<file path="config.mk">
export PLATFORM = sky130hd
export DESIGN_NAME = supsup_ctrl
export DESIGN_NICKNAME = d
export VERILOG_FILES = /design/src/common/supsup_pkg.sv /design/src/core/supsup_ctrl.sv /design/src/core/supsup_qualify.sv
export VERILOG_INCLUDE_DIRS = /design/src /design/src/common
export SDC_FILE = /design/constraint.sdc
export NUM_CORES = 1
export LEC_CHECK = 0
export ABC_AREA = 1
export BUFFER_PORTS_ARGS = -buffer_cell sky130_fd_sc_hd__buf_2
export CORE_MARGIN = 5
export CORE_UTILIZATION = 39
export CTS_CLUSTER_DIAMETER = 150
export CTS_CLUSTER_SIZE = 16
export DETAILED_ROUTE_END_ITERATION = 12
export GPL_ROUTABILITY_DRIVEN = 0
export PLACE_DENSITY = 0.68
export SYNTH_ARGS = -nofsm -noshare
export SYNTH_HDL_FRONTEND = slang
export SYNTH_HIERARCHICAL = 1
export SYNTH_SLANG_ARGS = --single-unit
</file>
<file path="constraint.sdc">
create_clock -name i_core_clk -period 1.31 [get_ports i_core_clk]
set_clock_uncertainty 0.1 [all_clocks]
set_input_delay 0.131 -clock i_core_clk [delete_from_list [all_inputs] [get_ports i_core_clk]]
set_output_delay 0.131 -clock i_core_clk [all_outputs]
set_load 0.02 [all_outputs]
</file>
<file path="src/common/supsup_defines.svh">
// offsets, fields, resets and timing counts of the supply supervisor control
`ifndef SUPSUP_DEFINES_SVH
`define SUPSUP_DEFINES_SVH
// ====================================================
// register offsets (byte addresses)
`define SUPSUP_OFF_CTRL 8'h00
`define SUPSUP_OFF_TRIP 8'h04
`define SUPSUP_OFF_STAT 8'h08
`define SUPSUP_OFF_MASK 8'h0C
// ====================================================
// control register fields
`define SUPSUP_CTRL_EN 0
`define SUPSUP_CTRL_MON 1
`define SUPSUP_CTRL_FORCED 2
`define SUPSUP_CTRL_FULLPERF 3
`define SUPSUP_CTRL_PINEN 4
`define SUPSUP_CTRL_PINLOW 5
// status / mask fields
`define SUPSUP_STAT_FLAG 0
`define SUPSUP_STAT_BELOW 1
`define SUPSUP_STAT_LINEAR 2
`define SUPSUP_MASK_IE 0
// trip code field
`define SUPSUP_TRIP_MSB 2
// ====================================================
// reset values
`define SUPSUP_RST_CTRL 6'h01
`define SUPSUP_RST_TRIP 3'h0
`define SUPSUP_RST_IE 1'b0
// ====================================================
// timing: comparator qualification, least time
`define SUPSUP_CLK_PERIOD_NS 100
`define SUPSUP_QUAL_TIME_NS 200
`define SUPSUP_QUAL_CYCLES \
  ((`SUPSUP_QUAL_TIME_NS + `SUPSUP_CLK_PERIOD_NS - 1) / `SUPSUP_CLK_PERIOD_NS)
`endif

</file>
<file path="src/common/supsup_pkg.sv">
// types of the supply supervisor control
package supsup_pkg;
  typedef struct packed {
    logic en;
    logic mon;
    logic forced;
    logic full_perf;
    logic pin_en;
    logic pin_low;
    logic [2:0] trip;
    logic flag;
    logic irq_en;
    logic reset_req;
    logic linear;
    logic pin;
    logic [31:0] rdata;
  } supsup_state_s;

  typedef struct packed {
    logic level;
    logic [7:0] cnt;
  } supsup_qual_s;
endpackage

</file>
<file path="src/core/supsup_ctrl.sv">
// control and status of the high-side supply supervisor
//
// The register addresses and the address-and-strobe port were left to the implementer.
`timescale 1ns/1ps
`include "supsup_defines.svh"
// What this block does
// Enable switches supervisor; off means no events
// Mode selects supervisor reset or monitor
// Not forced: low supply drops to linear
// Forced: regulator stays in switching mode
// Trip code is three low bits
// Trip code reads back as written
// Performance setting chosen and read back
// Pin option drives flag onto alarm pin
// Polarity picks low or high while set
// Pin option off: pin ignores flag
// Interrupt enable gates flag onto request
// Status read returns the event flag
// Software clear drops flag and request
// Handler clears flag; no auto clear
// Flag sets on trip, sticky until cleared
// Monitor mode sets flag, no reset
module supsup_ctrl (
  input wire logic i_core_clk, // clock, 10 MHz
  input wire logic i_reset, // sync reset, high
  input wire logic [7:0] i_addr, // register byte address
  input wire logic [31:0] i_wdata, // write data
  input wire logic i_wr, // write strobe
  input wire logic i_rd, // read strobe
  output logic [31:0] o_rdata, // read data, cycle after strobe
  input wire logic i_below_trip, // comparator: supply below trip
  input wire logic i_below_dcdc_min, // supply below switching minimum
  output logic o_sup_enable, // comparator power on
  output logic [2:0] o_trip_code, // trip level to comparator
  output logic o_full_perf, // full performance mode
  output logic o_reset_req, // device reset request
  output logic o_regulator_linear, // regulator in linear mode
  output logic o_supply_alarm_out_pin, // alarm pin
  output logic o_irq // interrupt request, level
);
  supsup_pkg::supsup_state_s state_reg;
  supsup_pkg::supsup_state_s state_next;
  logic below_q;
  logic wr_ctrl;
  logic wr_trip;
  logic wr_stat;
  logic wr_mask;
  logic clr_flag;

  // ====================================================
  // comparator qualification
  supsup_qualify u_qual (
    .i_core_clk(i_core_clk),
    .i_reset(i_reset),
    .i_enable(state_reg.en),
    .i_raw(i_below_trip),
    .o_level(below_q)
  );

  // ====================================================
  // register decode
  assign wr_ctrl = i_wr && (i_addr == `SUPSUP_OFF_CTRL);
  assign wr_trip = i_wr && (i_addr == `SUPSUP_OFF_TRIP);
  assign wr_stat = i_wr && (i_addr == `SUPSUP_OFF_STAT);
  assign wr_mask = i_wr && (i_addr == `SUPSUP_OFF_MASK);
  // write-one-to-clear; no clear on acknowledge
  assign clr_flag = wr_stat && i_wdata[`SUPSUP_STAT_FLAG];

  // ====================================================
  // next state
  always_comb begin
    state_next = state_reg;
    if (wr_ctrl) begin
      state_next.en = i_wdata[`SUPSUP_CTRL_EN];
      state_next.mon = i_wdata[`SUPSUP_CTRL_MON];
      state_next.forced = i_wdata[`SUPSUP_CTRL_FORCED];
      state_next.full_perf = i_wdata[`SUPSUP_CTRL_FULLPERF];
      state_next.pin_en = i_wdata[`SUPSUP_CTRL_PINEN];
      state_next.pin_low = i_wdata[`SUPSUP_CTRL_PINLOW];
    end
    if (wr_trip) begin
      // only the low three bits of the byte carry the code
      state_next.trip = i_wdata[`SUPSUP_TRIP_MSB:0];
    end
    if (wr_mask) begin
      state_next.irq_en = i_wdata[`SUPSUP_MASK_IE];
    end
    // set wins over clear so a trip in the clear cycle survives
    if (clr_flag) begin
      state_next.flag = 1'b0;
    end
    if (state_reg.en && below_q) begin
      state_next.flag = 1'b1;
    end
    // reset only from an enabled supervisor, never a monitor
    state_next.reset_req = state_next.en && !state_next.mon && below_q;
    // fail-safe is suppressed when switching is forced
    state_next.linear = !state_next.forced && i_below_dcdc_min;
    // pin follows the flag only while the option is on
    if (state_next.pin_en) begin
      state_next.pin = state_next.flag ^ state_next.pin_low;
    end else begin
      state_next.pin = 1'b0;
    end
    // read data stand only in the cycle after the strobe
    state_next.rdata = 32'h0000_0000;
    if (i_rd) begin
      case (i_addr)
        `SUPSUP_OFF_CTRL: begin
          state_next.rdata[`SUPSUP_CTRL_EN] = state_reg.en;
          state_next.rdata[`SUPSUP_CTRL_MON] = state_reg.mon;
          state_next.rdata[`SUPSUP_CTRL_FORCED] = state_reg.forced;
          state_next.rdata[`SUPSUP_CTRL_FULLPERF] = state_reg.full_perf;
          state_next.rdata[`SUPSUP_CTRL_PINEN] = state_reg.pin_en;
          state_next.rdata[`SUPSUP_CTRL_PINLOW] = state_reg.pin_low;
        end
        `SUPSUP_OFF_TRIP: begin
          state_next.rdata[`SUPSUP_TRIP_MSB:0] = state_reg.trip;
        end
        `SUPSUP_OFF_STAT: begin
          state_next.rdata[`SUPSUP_STAT_FLAG] = state_reg.flag;
          state_next.rdata[`SUPSUP_STAT_BELOW] = below_q;
          state_next.rdata[`SUPSUP_STAT_LINEAR] = state_reg.linear;
        end
        `SUPSUP_OFF_MASK: begin
          state_next.rdata[`SUPSUP_MASK_IE] = state_reg.irq_en;
        end
        default: begin
          state_next.rdata = 32'h0000_0000;
        end
      endcase
    end
  end

  // ====================================================
  // state register
  always_ff @(posedge i_core_clk) begin
    if (i_reset) begin
      state_reg <= '0;
      state_reg.en <= 1'(`SUPSUP_RST_CTRL >> `SUPSUP_CTRL_EN);
      state_reg.trip <= `SUPSUP_RST_TRIP;
      state_reg.irq_en <= `SUPSUP_RST_IE;
    end else begin
      state_reg <= state_next;
    end
  end

  // ====================================================
  // outputs
  assign o_rdata = state_reg.rdata;
  assign o_sup_enable = state_reg.en;
  assign o_trip_code = state_reg.trip;
  assign o_full_perf = state_reg.full_perf;
  assign o_reset_req = state_reg.reset_req;
  assign o_regulator_linear = state_reg.linear;
  assign o_supply_alarm_out_pin = state_reg.pin;
  // request drops with the flag or the interrupt enable, same cycle
  assign o_irq = state_reg.flag && state_reg.irq_en;
endmodule // supsup_ctrl

</file>
<file path="src/core/supsup_qualify.sv">
// qualifier for the supply comparator level
`timescale 1ns/1ps
`include "supsup_defines.svh"
module supsup_qualify #(
  parameter int QUAL = `SUPSUP_QUAL_CYCLES
) (
  input wire logic i_core_clk, // clock
  input wire logic i_reset, // sync reset, high
  input wire logic i_enable, // supervisor on
  input wire logic i_raw, // comparator says below
  output logic o_level // qualified below level
);
  supsup_pkg::supsup_qual_s state_reg;
  supsup_pkg::supsup_qual_s state_next;

  // ====================================================
  // a change is taken only after QUAL equal samples
  always_comb begin
    state_next = state_reg;
    if (!i_enable) begin
      // off: nothing can be reported
      state_next.level = 1'b0;
      state_next.cnt = 8'h00;
    end else if (i_raw == state_reg.level) begin
      state_next.cnt = 8'h00;
    end else if (state_reg.cnt == 8'(QUAL - 1)) begin
      state_next.level = i_raw;
      state_next.cnt = 8'h00;
    end else begin
      state_next.cnt = state_reg.cnt + 8'h01;
    end
  end

  always_ff @(posedge i_core_clk) begin
    if (i_reset) begin
      state_reg <= '0;
    end else begin
      state_reg <= state_next;
    end
  end

  assign o_level = state_reg.level;
endmodule // supsup_qualify

</file>
==> flow_summary.ini, run 1 <==
[status]
run_status = finished, final reports clean

[min_path]
min_path_type = in -> reg

[clock_network]
bufs_on_longest_clock_path = 2
clock_tree.htree_level_count = 2
clock_sinks = 29
worst_skew_pair_later_pin_latency_ns = 0.28
ctsRootBufferMaster = clkbuf_8
total_cts_buffers = 5
clkSlewWorstSetupHoldPaths_ns = 0.06
cts_tree = built

[synth]
synth-compound-area-share_pct = 6.41
synth.cell_area_sq_mm = 0.00170
synth.yosys.warnings = 6
synth_fa_ha_area_share_pct = 1.47
synth_instances = 243
simple_gate_portion_of_the_synthesized_area_pct = 34.2
synth-seq-cells = 29
largest_family_of_logic_cells_by_synthesized_area = simple AND/OR/NAND/NOR gates
synth_cell_type_count = 24
synth_xor_xnor_area_share_pct = 0.515
synthesis.area_per_instance_sq_um = 6.99
synth.area.mux_share_pct = 0
synth.yosys.seq_area_share_pct = 34.2

[global_routing]
track_usage_pct = 11.6
grt_overflow_total = 0
grt_start_max_net_pins = 10
antenna_found_initial = 0
grt_pass1_wl_microns = 5620
first_global_vias = 1358

[setup_path]
critical_path_arrival_ns = 1.28
timing.critical_path.fanout_max = 7
worst-endpoint-required_ns = 1.38
timing_worst_setup_path_type = reg -> reg
timing.critical_path.slowest_stage_cell = dfxtp_1
crit_path_cell_trace = inv_2 -> ha_2 -> nand2_1 -> nor2_2 -> nand2_1 -> nand2_4 -> nor2_1
worstSetupStartpointType = flip-flop
max_stage_delay_ns = 0.33
end_kind = flip-flop
path_common_cell = nand2_1

[timing]
grt_setup_unrepaired = false
setup_tns_ns = 0
setup-violations-final = 0
hold_viol_final = 0
max_freq_ghz = 0.829
finalHoldWorstSlack_ns = 0.0165
period_share_pct = 92.1
slew_violations = 0
final_period_minus_worst_setup_slack_ns = 1.21

[pwr]
leakage_power_summed_over_all_cells_uw = 0.000983
ir_worst_vdd_v = 0.000365
power_density_mw_per_mm2 = 977

[routing]
drc = 0
routedWlPerCell_microns = 9.26
ant_nets = 0
drt_iter0_drc = 55
drtPass1Iterations = 4
drt-total-wl_microns = 3070
detailroute.via_count = 1392
drt-vias-per-instance = 4.21

[die]
top_level_ports = 87
starting_density_of_the_core_pct = 39.6
floorplan.die_area_sq_mm = 0.00578
fp.dieH_microns = 76.0
die_width_microns = 76.0
core_area_sq_mm = 0.00429
std_cell_rows = 24

[cells_and_area]
drive_gt1_share_pct = 27.6
largest_register_ffs = 8
fillers = 449
layout_commonest_cell = nand2_1
final_nets = 326
layout_common_cells = nand2_1, nor2_1, buf_2
area_delta_synth_final_pct = 11.6
antenna_cells = 0

[place]
placement.io_buffers = 34
detailed_placer_s_ending_hpwl_microns = 2530

[flow_run]
timing.max_cap.violations = 0
-- critical path: cells and delay by family (launching register included) --
family,cells,cell delay (ns)
simple gates,5,0.44
fa+ha+maj,1,0.17
buf+inv,1,0.07
flops,1,0.33
-- logic make-up after synthesis --
logic type | Yosys count
buffers and inverters | 68
flip-flops | 29
AND/OR/NAND/NOR | 124
other | 1
AO/OA/AOI/OAI | 18
XOR/XNOR | 1
adder cells (fa/ha/maj) | 2
-- synth_stat cells --
library cell / n / share of area, %
o21ai_1: 3 / 0.88
inv_2: 3 / 0.66
nand2_2: 7 / 2.6
inv_1: 27 / 6.0
xnor2_1: 1 / 0.52
a21oi_1: 5 / 1.5
clkbuf_1: 1 / 0.22
nor2_2: 5 / 1.8
nand3_1: 15 / 4.4
nor2_1: 36 / 8.0
o21ai_0: 5 / 1.5
buf_4: 36 / 16
clkinv_1: 1 / 0.22
conb_1: 1 / 0.22
nand2_1: 52 / 11
nor3b_1: 1 / 0.44
dfxtp_1: 29 / 34
nor2_8: 1 / 1.2
nand2_4: 3 / 2.0
ha_1: 2 / 1.5
o21ai_2: 2 / 1.0
nor2_4: 3 / 2.0
or2_1: 1 / 0.37
a21oi_2: 3 / 1.5
-- metal layers --
metal | GRT usage [%] | up-vias | routed length, microns
met2 | 20.4 | 34 | 1550
li1 | - | 741 | -
met3 | 4.14 | 9 | 227
met5 | 0 | - | 0
met1 | 11.9 | 608 | 1220
met4 | 6.23 | 0 | 71
-- metrics by stage --
step	std cells	total power (uW)	area, sq um	util, %	worst slack (ns)
after floorplan	268	1160	1790	-	0.136
after global placement	322	1170	1790	41.7	0.0202
after detailed placement	322	1170	1790	41.7	0.0180
after CTS	331	1880	1880	43.9	0.0110
after global routing	331	1960	1900	44.1	0.0162
final	331	1850	1900	44.1	0.104
-- final timing paths --
path,endpoint,slack [ns],start,cells after the start
worst min-delay path,state_reg[44],0.02,i_wdata[1],3
worst max-delay path,u_qual/state_reg[0],0.10,u_qual/state_reg[1],7
worst min register to register,o_rdata[4],0.33,state_reg[41],2
worst max register to register,u_qual/state_reg[0],0.10,u_qual/state_reg[1],7
-- repair_timing --
action                                  4_1_cts  5_1_grt
endpoints found under the hold margin         1        0
endpoints found under the setup margin        0        7
hold buffers                                  1        0
setup buffers                                 0        0
gates resized for setup                       0        5
-- report_power, final --
part           internal, uW  switching (uW)  total [uW]
combinational          70.7             172         242
sequential              899            15.7         915
clock                   367             329         695
total                  1340             516        1850
-- area by class of cell --
type	instances	area (sq um)	area share, %
multi-input cells	171	832	43.9
flip-flops and latches	29	582	30.7
repair buffers	40	218	11.5
inverters	31	116	6.14
clock buffers	6	72.6	3.83
well taps	52	65.1	3.43
clock inverters	2	10.0	0.528
(Power assumes the default switching activity.)
==> inputs of run 2 (changes only) <==
--- a/config.mk
+++ b/config.mk
@@ -13,9 +13,7 @@
 export CTS_CLUSTER_DIAMETER = 150
 export CTS_CLUSTER_SIZE = 16
 export DETAILED_ROUTE_END_ITERATION = 12
-export GPL_ROUTABILITY_DRIVEN = 0
-export PLACE_DENSITY = 0.68
+export PLACE_DENSITY = 0.7
 export SYNTH_ARGS = -nofsm -noshare
 export SYNTH_HDL_FRONTEND = slang
-export SYNTH_HIERARCHICAL = 1
 export SYNTH_SLANG_ARGS = --single-unit
==> flow_summary.ini, run 2 <==
[clock_network]
clock_sinks = 29
worst_skew_pair_later_pin_latency_ns = 0.28
cts_tree = built
bufs_on_longest_clock_path = 2
clkSlewWorstSetupHoldPaths_ns = 0.06
total_cts_buffers = 5
ctsRootBufferMaster = clkbuf_8
clock_tree.htree_level_count = 2

[synth]
ys_top_cells_by_count = buf_4, nand2_1, dfxtp_1
async_flop_share_pct = 0
synth.cell_area_sq_mm = 0.00156
synth_most_common_cell = buf_4
synth_top_area_share_pct = 37.2
number_of_enable_type_register_cells_in_the_synthesized_netlist = 0
netlist_top_cells_area = dfxtp_1, buf_4, nand2_1, nor2_1, nand3_1
synth.yosys.warnings = 0
synth_flop_cell = dfxtp_1
synth.yosys.seq_area_share_pct = 37.2
synth_top_area_cell = dfxtp_1
synth_instances = 211
synth-seq-cells = 29
synth_cell_type_count = 26
synthesis.area_per_instance_sq_um = 7.39

[die]
die_width_microns = 73.3
starting_density_of_the_core_pct = 39.6
floorplan.die_area_sq_mm = 0.00537
std_cell_rows = 23
core_area_sq_mm = 0.00394
fp.dieH_microns = 73.3
top_level_ports = 87

[cells_and_area]
finish.cell_count_without_fillers = 307
largest_register_ffs = 8
drive_gt1_share_pct = 32.7
fillers = 397
layout_common_cells = buf_2, nand2_1, nor2_1, conb_1, dfxtp_1
antenna_cells = 0
final_nets = 304
area_delta_synth_final_pct = 23.4
layout_commonest_cell = buf_2
seqCellArea_sq_um = 588
multiInputGateArea_sq_um = 766

[timing]
grt_setup_unrepaired = true
period_share_pct = 97.7
final_period_minus_worst_setup_slack_ns = 1.28
setup_slack_ns = 0.0295
setup-violations-final = 0
setup_tns_ns = 0
slew_violations = 0
hold_viol_final = 0
max_freq_ghz = 0.781
finalHoldWorstSlack_ns = 0.0125

[global_routing]
antenna_found_initial = 0
grt_overflow_total = 0
grt_pass1_wl_microns = 4960
track_usage_pct = 12.0
first_global_vias = 1223
grt_start_max_net_pins = 11

[place]
placed_cells_incl_taps = 296
preCtsSetupSlack_ns = -0.0665
gp_routability_congestion = 0.799
detailed_placer_s_ending_hpwl_microns = 2390
placement.io_buffers = 34

[routing]
drc = 0
drt_iter0_drc = 46
detailroute.via_count = 1298
ant_nets = 0
drtPass1Iterations = 4
drt-total-wl_microns = 3100
routedWlPerCell_microns = 10.1
drt-vias-per-instance = 4.23

[setup_path]
end_kind = flip-flop
worstSetupStartpointType = flip-flop
timing.critical_path.fanout_max = 4
worstReg2RegStart = u_qual.state_reg[1]
timing_worst_setup_path_type = reg -> reg
worstSetupStartpoint = u_qual.state_reg[1]
worst-endpoint-required_ns = 1.38
critical_path_arrival_ns = 1.35

[min_path]
min_path_type = in -> reg
hold_start = i_wdata[1]

[status]
run_status = finished, final reports clean

[pwr]
ir_worst_vdd_v = 0.000713
power_density_mw_per_mm2 = 1150
leakage_power_summed_over_all_cells_uw = 0.000958

[flow_run]
timing.max_cap.violations = 0
==> run 2: cell types whose count changed in the layout (fill, tap and decap cells not counted), sizes merged, moves of 2 or more <==
| cell | previous run | this run |
|---|---|---|
| nand3 | 15 | 18 |
| inv | 30 | 25 |
| bufinv | 0 | 2 |
| nand2 | 62 | 36 |
| o21ai | 10 | 8 |
| xor2 | 0 | 2 |
| nor3 | 0 | 4 |
| buf | 39 | 47 |
| a21oi | 8 | 10 |
| nor2 | 45 | 33 |
| nand4 | 0 | 2 |
==> run 2: layout make-up <==
class                   instances  share of cell area, %
multi-input cells             146                   39.8
clock buffers                   5                   3.57
flip-flops and latches         29                   30.5
repair buffers                 48                   14.4
well taps                      50                   3.25
inverters                      26                   5.07
clock inverters                 3                   3.38
==> run 2: report_power, final <==
part	internal, uW	switching (uW)	total, uW	leakage, uW
Clock	755	351	1110	0.0000681
Sequential	893	9.26	902	0.000237
Combinational	65.7	148	213	0.000653
Total	1710	508	2220	0.000958
==> run 2: cell families after synthesis <==
family | synth area share, %
and+or+nand+nor | 30.1
other | 0.240
DFF | 37.2
adders and majority gates | 1.60
xor gates and xnor gates | 1.12
buffers and inverters | 23.1
AOI/OAI and AO/OA | 6.66
==> run 2: timing repair <==
action                                  4_1_cts  5_1_grt
buffers inserted                              0        2
pin swaps                                     0        3
resized for setup                             3       16
endpoints found under the setup margin        2        9
hold endpoints to repair                      1        0
hold buffers                                  1        0
==> run 2: layer usage <==
metal / vias to the layer above / track usage, % / share of wire [%]
li1: 691 / - / -
met1: 559 / 13.2 / 42
met2: 40 / 20.6 / 47
met3: 8 / 4.10 / 9.7
met4: 0 / 5.53 / 2.1
met5: - / 0 / 0
==> run 2: stage by stage <==
step,util (%),instance area (sq um),power [uW]
2_1_floorplan,-,1650,1100
5_1_grt,48.8,1930,2320
3_3_place_gp,43.3,1710,1120
6_report,48.8,1930,2220
3_5_place_dp,43.3,1710,1130
4_1_cts,47.2,1860,2250
==> run 2: final timing paths <==
path                               to  slack (ns)  cells after the start
hold / removal          state_reg[44]        0.01                      3
setup reg to reg  u_qual.state_reg[6]        0.03                      6
hold reg to reg            o_rdata[4]        0.34                      2
setup / recovery  u_qual.state_reg[6]        0.03                      6
==> run 2: worst max-delay path, cell delays in order (launching register included) <==
cell	delay (ns)
dfxtp_2	0.38
ha_4	0.15
nand2_2	0.07
nor2_4	0.13
inv_2	0.06
nor4_4	0.20
nor3_1	0.07
==> inputs of run 3 (changes only) <==
--- a/config.mk
+++ b/config.mk
@@ -8,11 +8,11 @@
 export LEC_CHECK = 0
 export ABC_AREA = 1
 export BUFFER_PORTS_ARGS = -buffer_cell sky130_fd_sc_hd__buf_2
-export CORE_MARGIN = 5
 export CORE_UTILIZATION = 39
 export CTS_CLUSTER_DIAMETER = 150
 export CTS_CLUSTER_SIZE = 16
 export DETAILED_ROUTE_END_ITERATION = 12
+export MAX_ROUTING_LAYER = met4
 export PLACE_DENSITY = 0.7
 export SYNTH_ARGS = -nofsm -noshare
 export SYNTH_HDL_FRONTEND = slang
==> flow_summary.ini, run 3 (synthesis gave the netlist of run 2 again) <==
[place]
placedInstanceArea_sq_mm = 0.00170
placement.io_buffers = 34
placed_cells_incl_taps = 293
preCtsSetupSlack_ns = -0.0620
detailed_placer_s_ending_hpwl_microns = 2100
gp_routability_congestion = 0.768

[timing]
hold_viol_final = 0
period_share_pct = 94.9
slew_violations = 0
setup_slack_ns = 0.0673
setup-violations-final = 0
finalHoldWorstSlack_ns = 0.00586
max_freq_ghz = 0.805
final_period_minus_worst_setup_slack_ns = 1.24

[global_routing]
grt_overflow_total = 0
globalRouteMet3Util_pct = 4.51
grt_pass1_wl_microns = 4320
grt_start_max_net_pins = 10
gr-usage-met1_pct = 15.4
first_global_vias = 1047
grt_use_met2_pct = 21.3
busiest_layer = met2
antenna_found_initial = 0
track_usage_pct = 14.2

[cells_and_area]
seqCellArea_sq_um = 588
area_delta_synth_final_pct = 20.8
final_nets = 302
antenna_cells = 0
cell_area_after_layout_sq_mm = 0.00188
multiInputGateArea_sq_um = 771
layout_common_cells = buf_2, nand2_1, dfxtp_1
drive_gt1_share_pct = 31.0
fillers = 382
layout_commonest_cell = buf_2
finish.cell_count_without_fillers = 303
largest_register_ffs = 8

[setup_path]
worst_reg2reg_path_depth = 6
timing_worst_setup_path_type = reg -> reg
critical_path_arrival_ns = 1.33
end_kind = flip-flop
reg2reg_slack_ns = 0.07
worstSetupStartpointType = flip-flop
worst-endpoint-required_ns = 1.39
timing.critical_path.fanout_max = 4

[die]
floorplan.die_area_sq_mm = 0.00426
starting_density_of_the_core_pct = 41.7
top_level_ports = 87
core_area_sq_mm = 0.00374
std_cell_rows = 22
die_width_microns = 65.3
fp.dieH_microns = 65.3

[pwr]
leakage_power_summed_over_all_cells_uw = 0.000936
fin_total_pwr_uw = 1930
ir_worst_vdd_v = 0.000557
power_density_mw_per_mm2 = 1020

[clock_network]
worst_skew_pair_later_pin_latency_ns = 0.29
total_cts_buffers = 5
clock_sinks = 29
clock_tree.htree_level_count = 2
ctsRootBufferMaster = clkbuf_8
bufs_on_longest_clock_path = 2
cts_tree = built
clkSlewWorstSetupHoldPaths_ns = 0.06

[routing]
drt-vias-per-instance = 4.28
drtPass1Iterations = 4
ant_nets = 0
routedWlPerCell_microns = 9.04
detailroute.via_count = 1297
drc = 0
drt_iter0_drc = 88
drt-total-wl_microns = 2740

[flow_run]
timing.max_cap.violations = 0

[min_path]
min_path_type = in -> reg
hold_path_depth = 3

[status]
run_status = finished, final reports clean
## run 3: cell count changes in the layout (fill, tap and decap cells not counted), sizes merged
cell | previous run | this run
buf | 47 | 45
bufinv | 2 | 0
clkbuf | 5 | 7
## run 3: stage by stage
stage,TNS [ns],utilization [%]
final,0,50.3
after global routing,-0.00753,50.3
after CTS,0,48.4
after detailed placement,-0.0808,45.3
after global placement,-0.0231,45.3
after floorplan,0,-
## run 3: final timing paths
check,from,end
min reg2reg,state_reg[41],o_rdata[4]
max reg2reg,u_qual.state_reg[1],u_qual.state_reg[6]
max,u_qual.state_reg[1],u_qual.state_reg[6]
min,i_wdata[2],state_reg[43]
## run 3: layout make-up
type / instances / share of cell area [%]
clock buffer: 7 / 5.11
clock inverter: 1 / 0.266
inverter: 26 / 5.18
multi-input combinational: 146 / 40.9
sequential: 29 / 31.2
tap: 48 / 3.19
timing repair buffer: 46 / 14.1
## run 3: timing repair
action | in CTS | in global routing
setup buffers | 0 | 1
pin swaps | 0 | 5
cloned | 0 | 0
gates resized for setup | 2 | 16
endpoints found under the setup margin | 1 | 9
hold buffers | 1 | 0
endpoints found under the hold margin | 1 | 0
## run 3: routing by layer
layer	wire length [microns]	vias to the layer above
li1	-	686
met1	1210	561
met2	1270	41
met3	182	9
met4	75	0
met5	0	-
## run 3: power breakdown
| part | internal (uW) | switching (uW) |
|---|---|---|
| Combinational | 62.4 | 143 |
| Sequential | 891 | 10.5 |
| Clock | 474 | 347 |
| Total | 1430 | 501 |
## run 3: worst max-delay path, cell delays in order (launching register included)
cell and delay (ns):
dfxtp_4 0.37, ha_4 0.13, nand2_2 0.07, nor2_4 0.13
inv_2 0.06, nor4_4 0.22, nor3_2 0.05
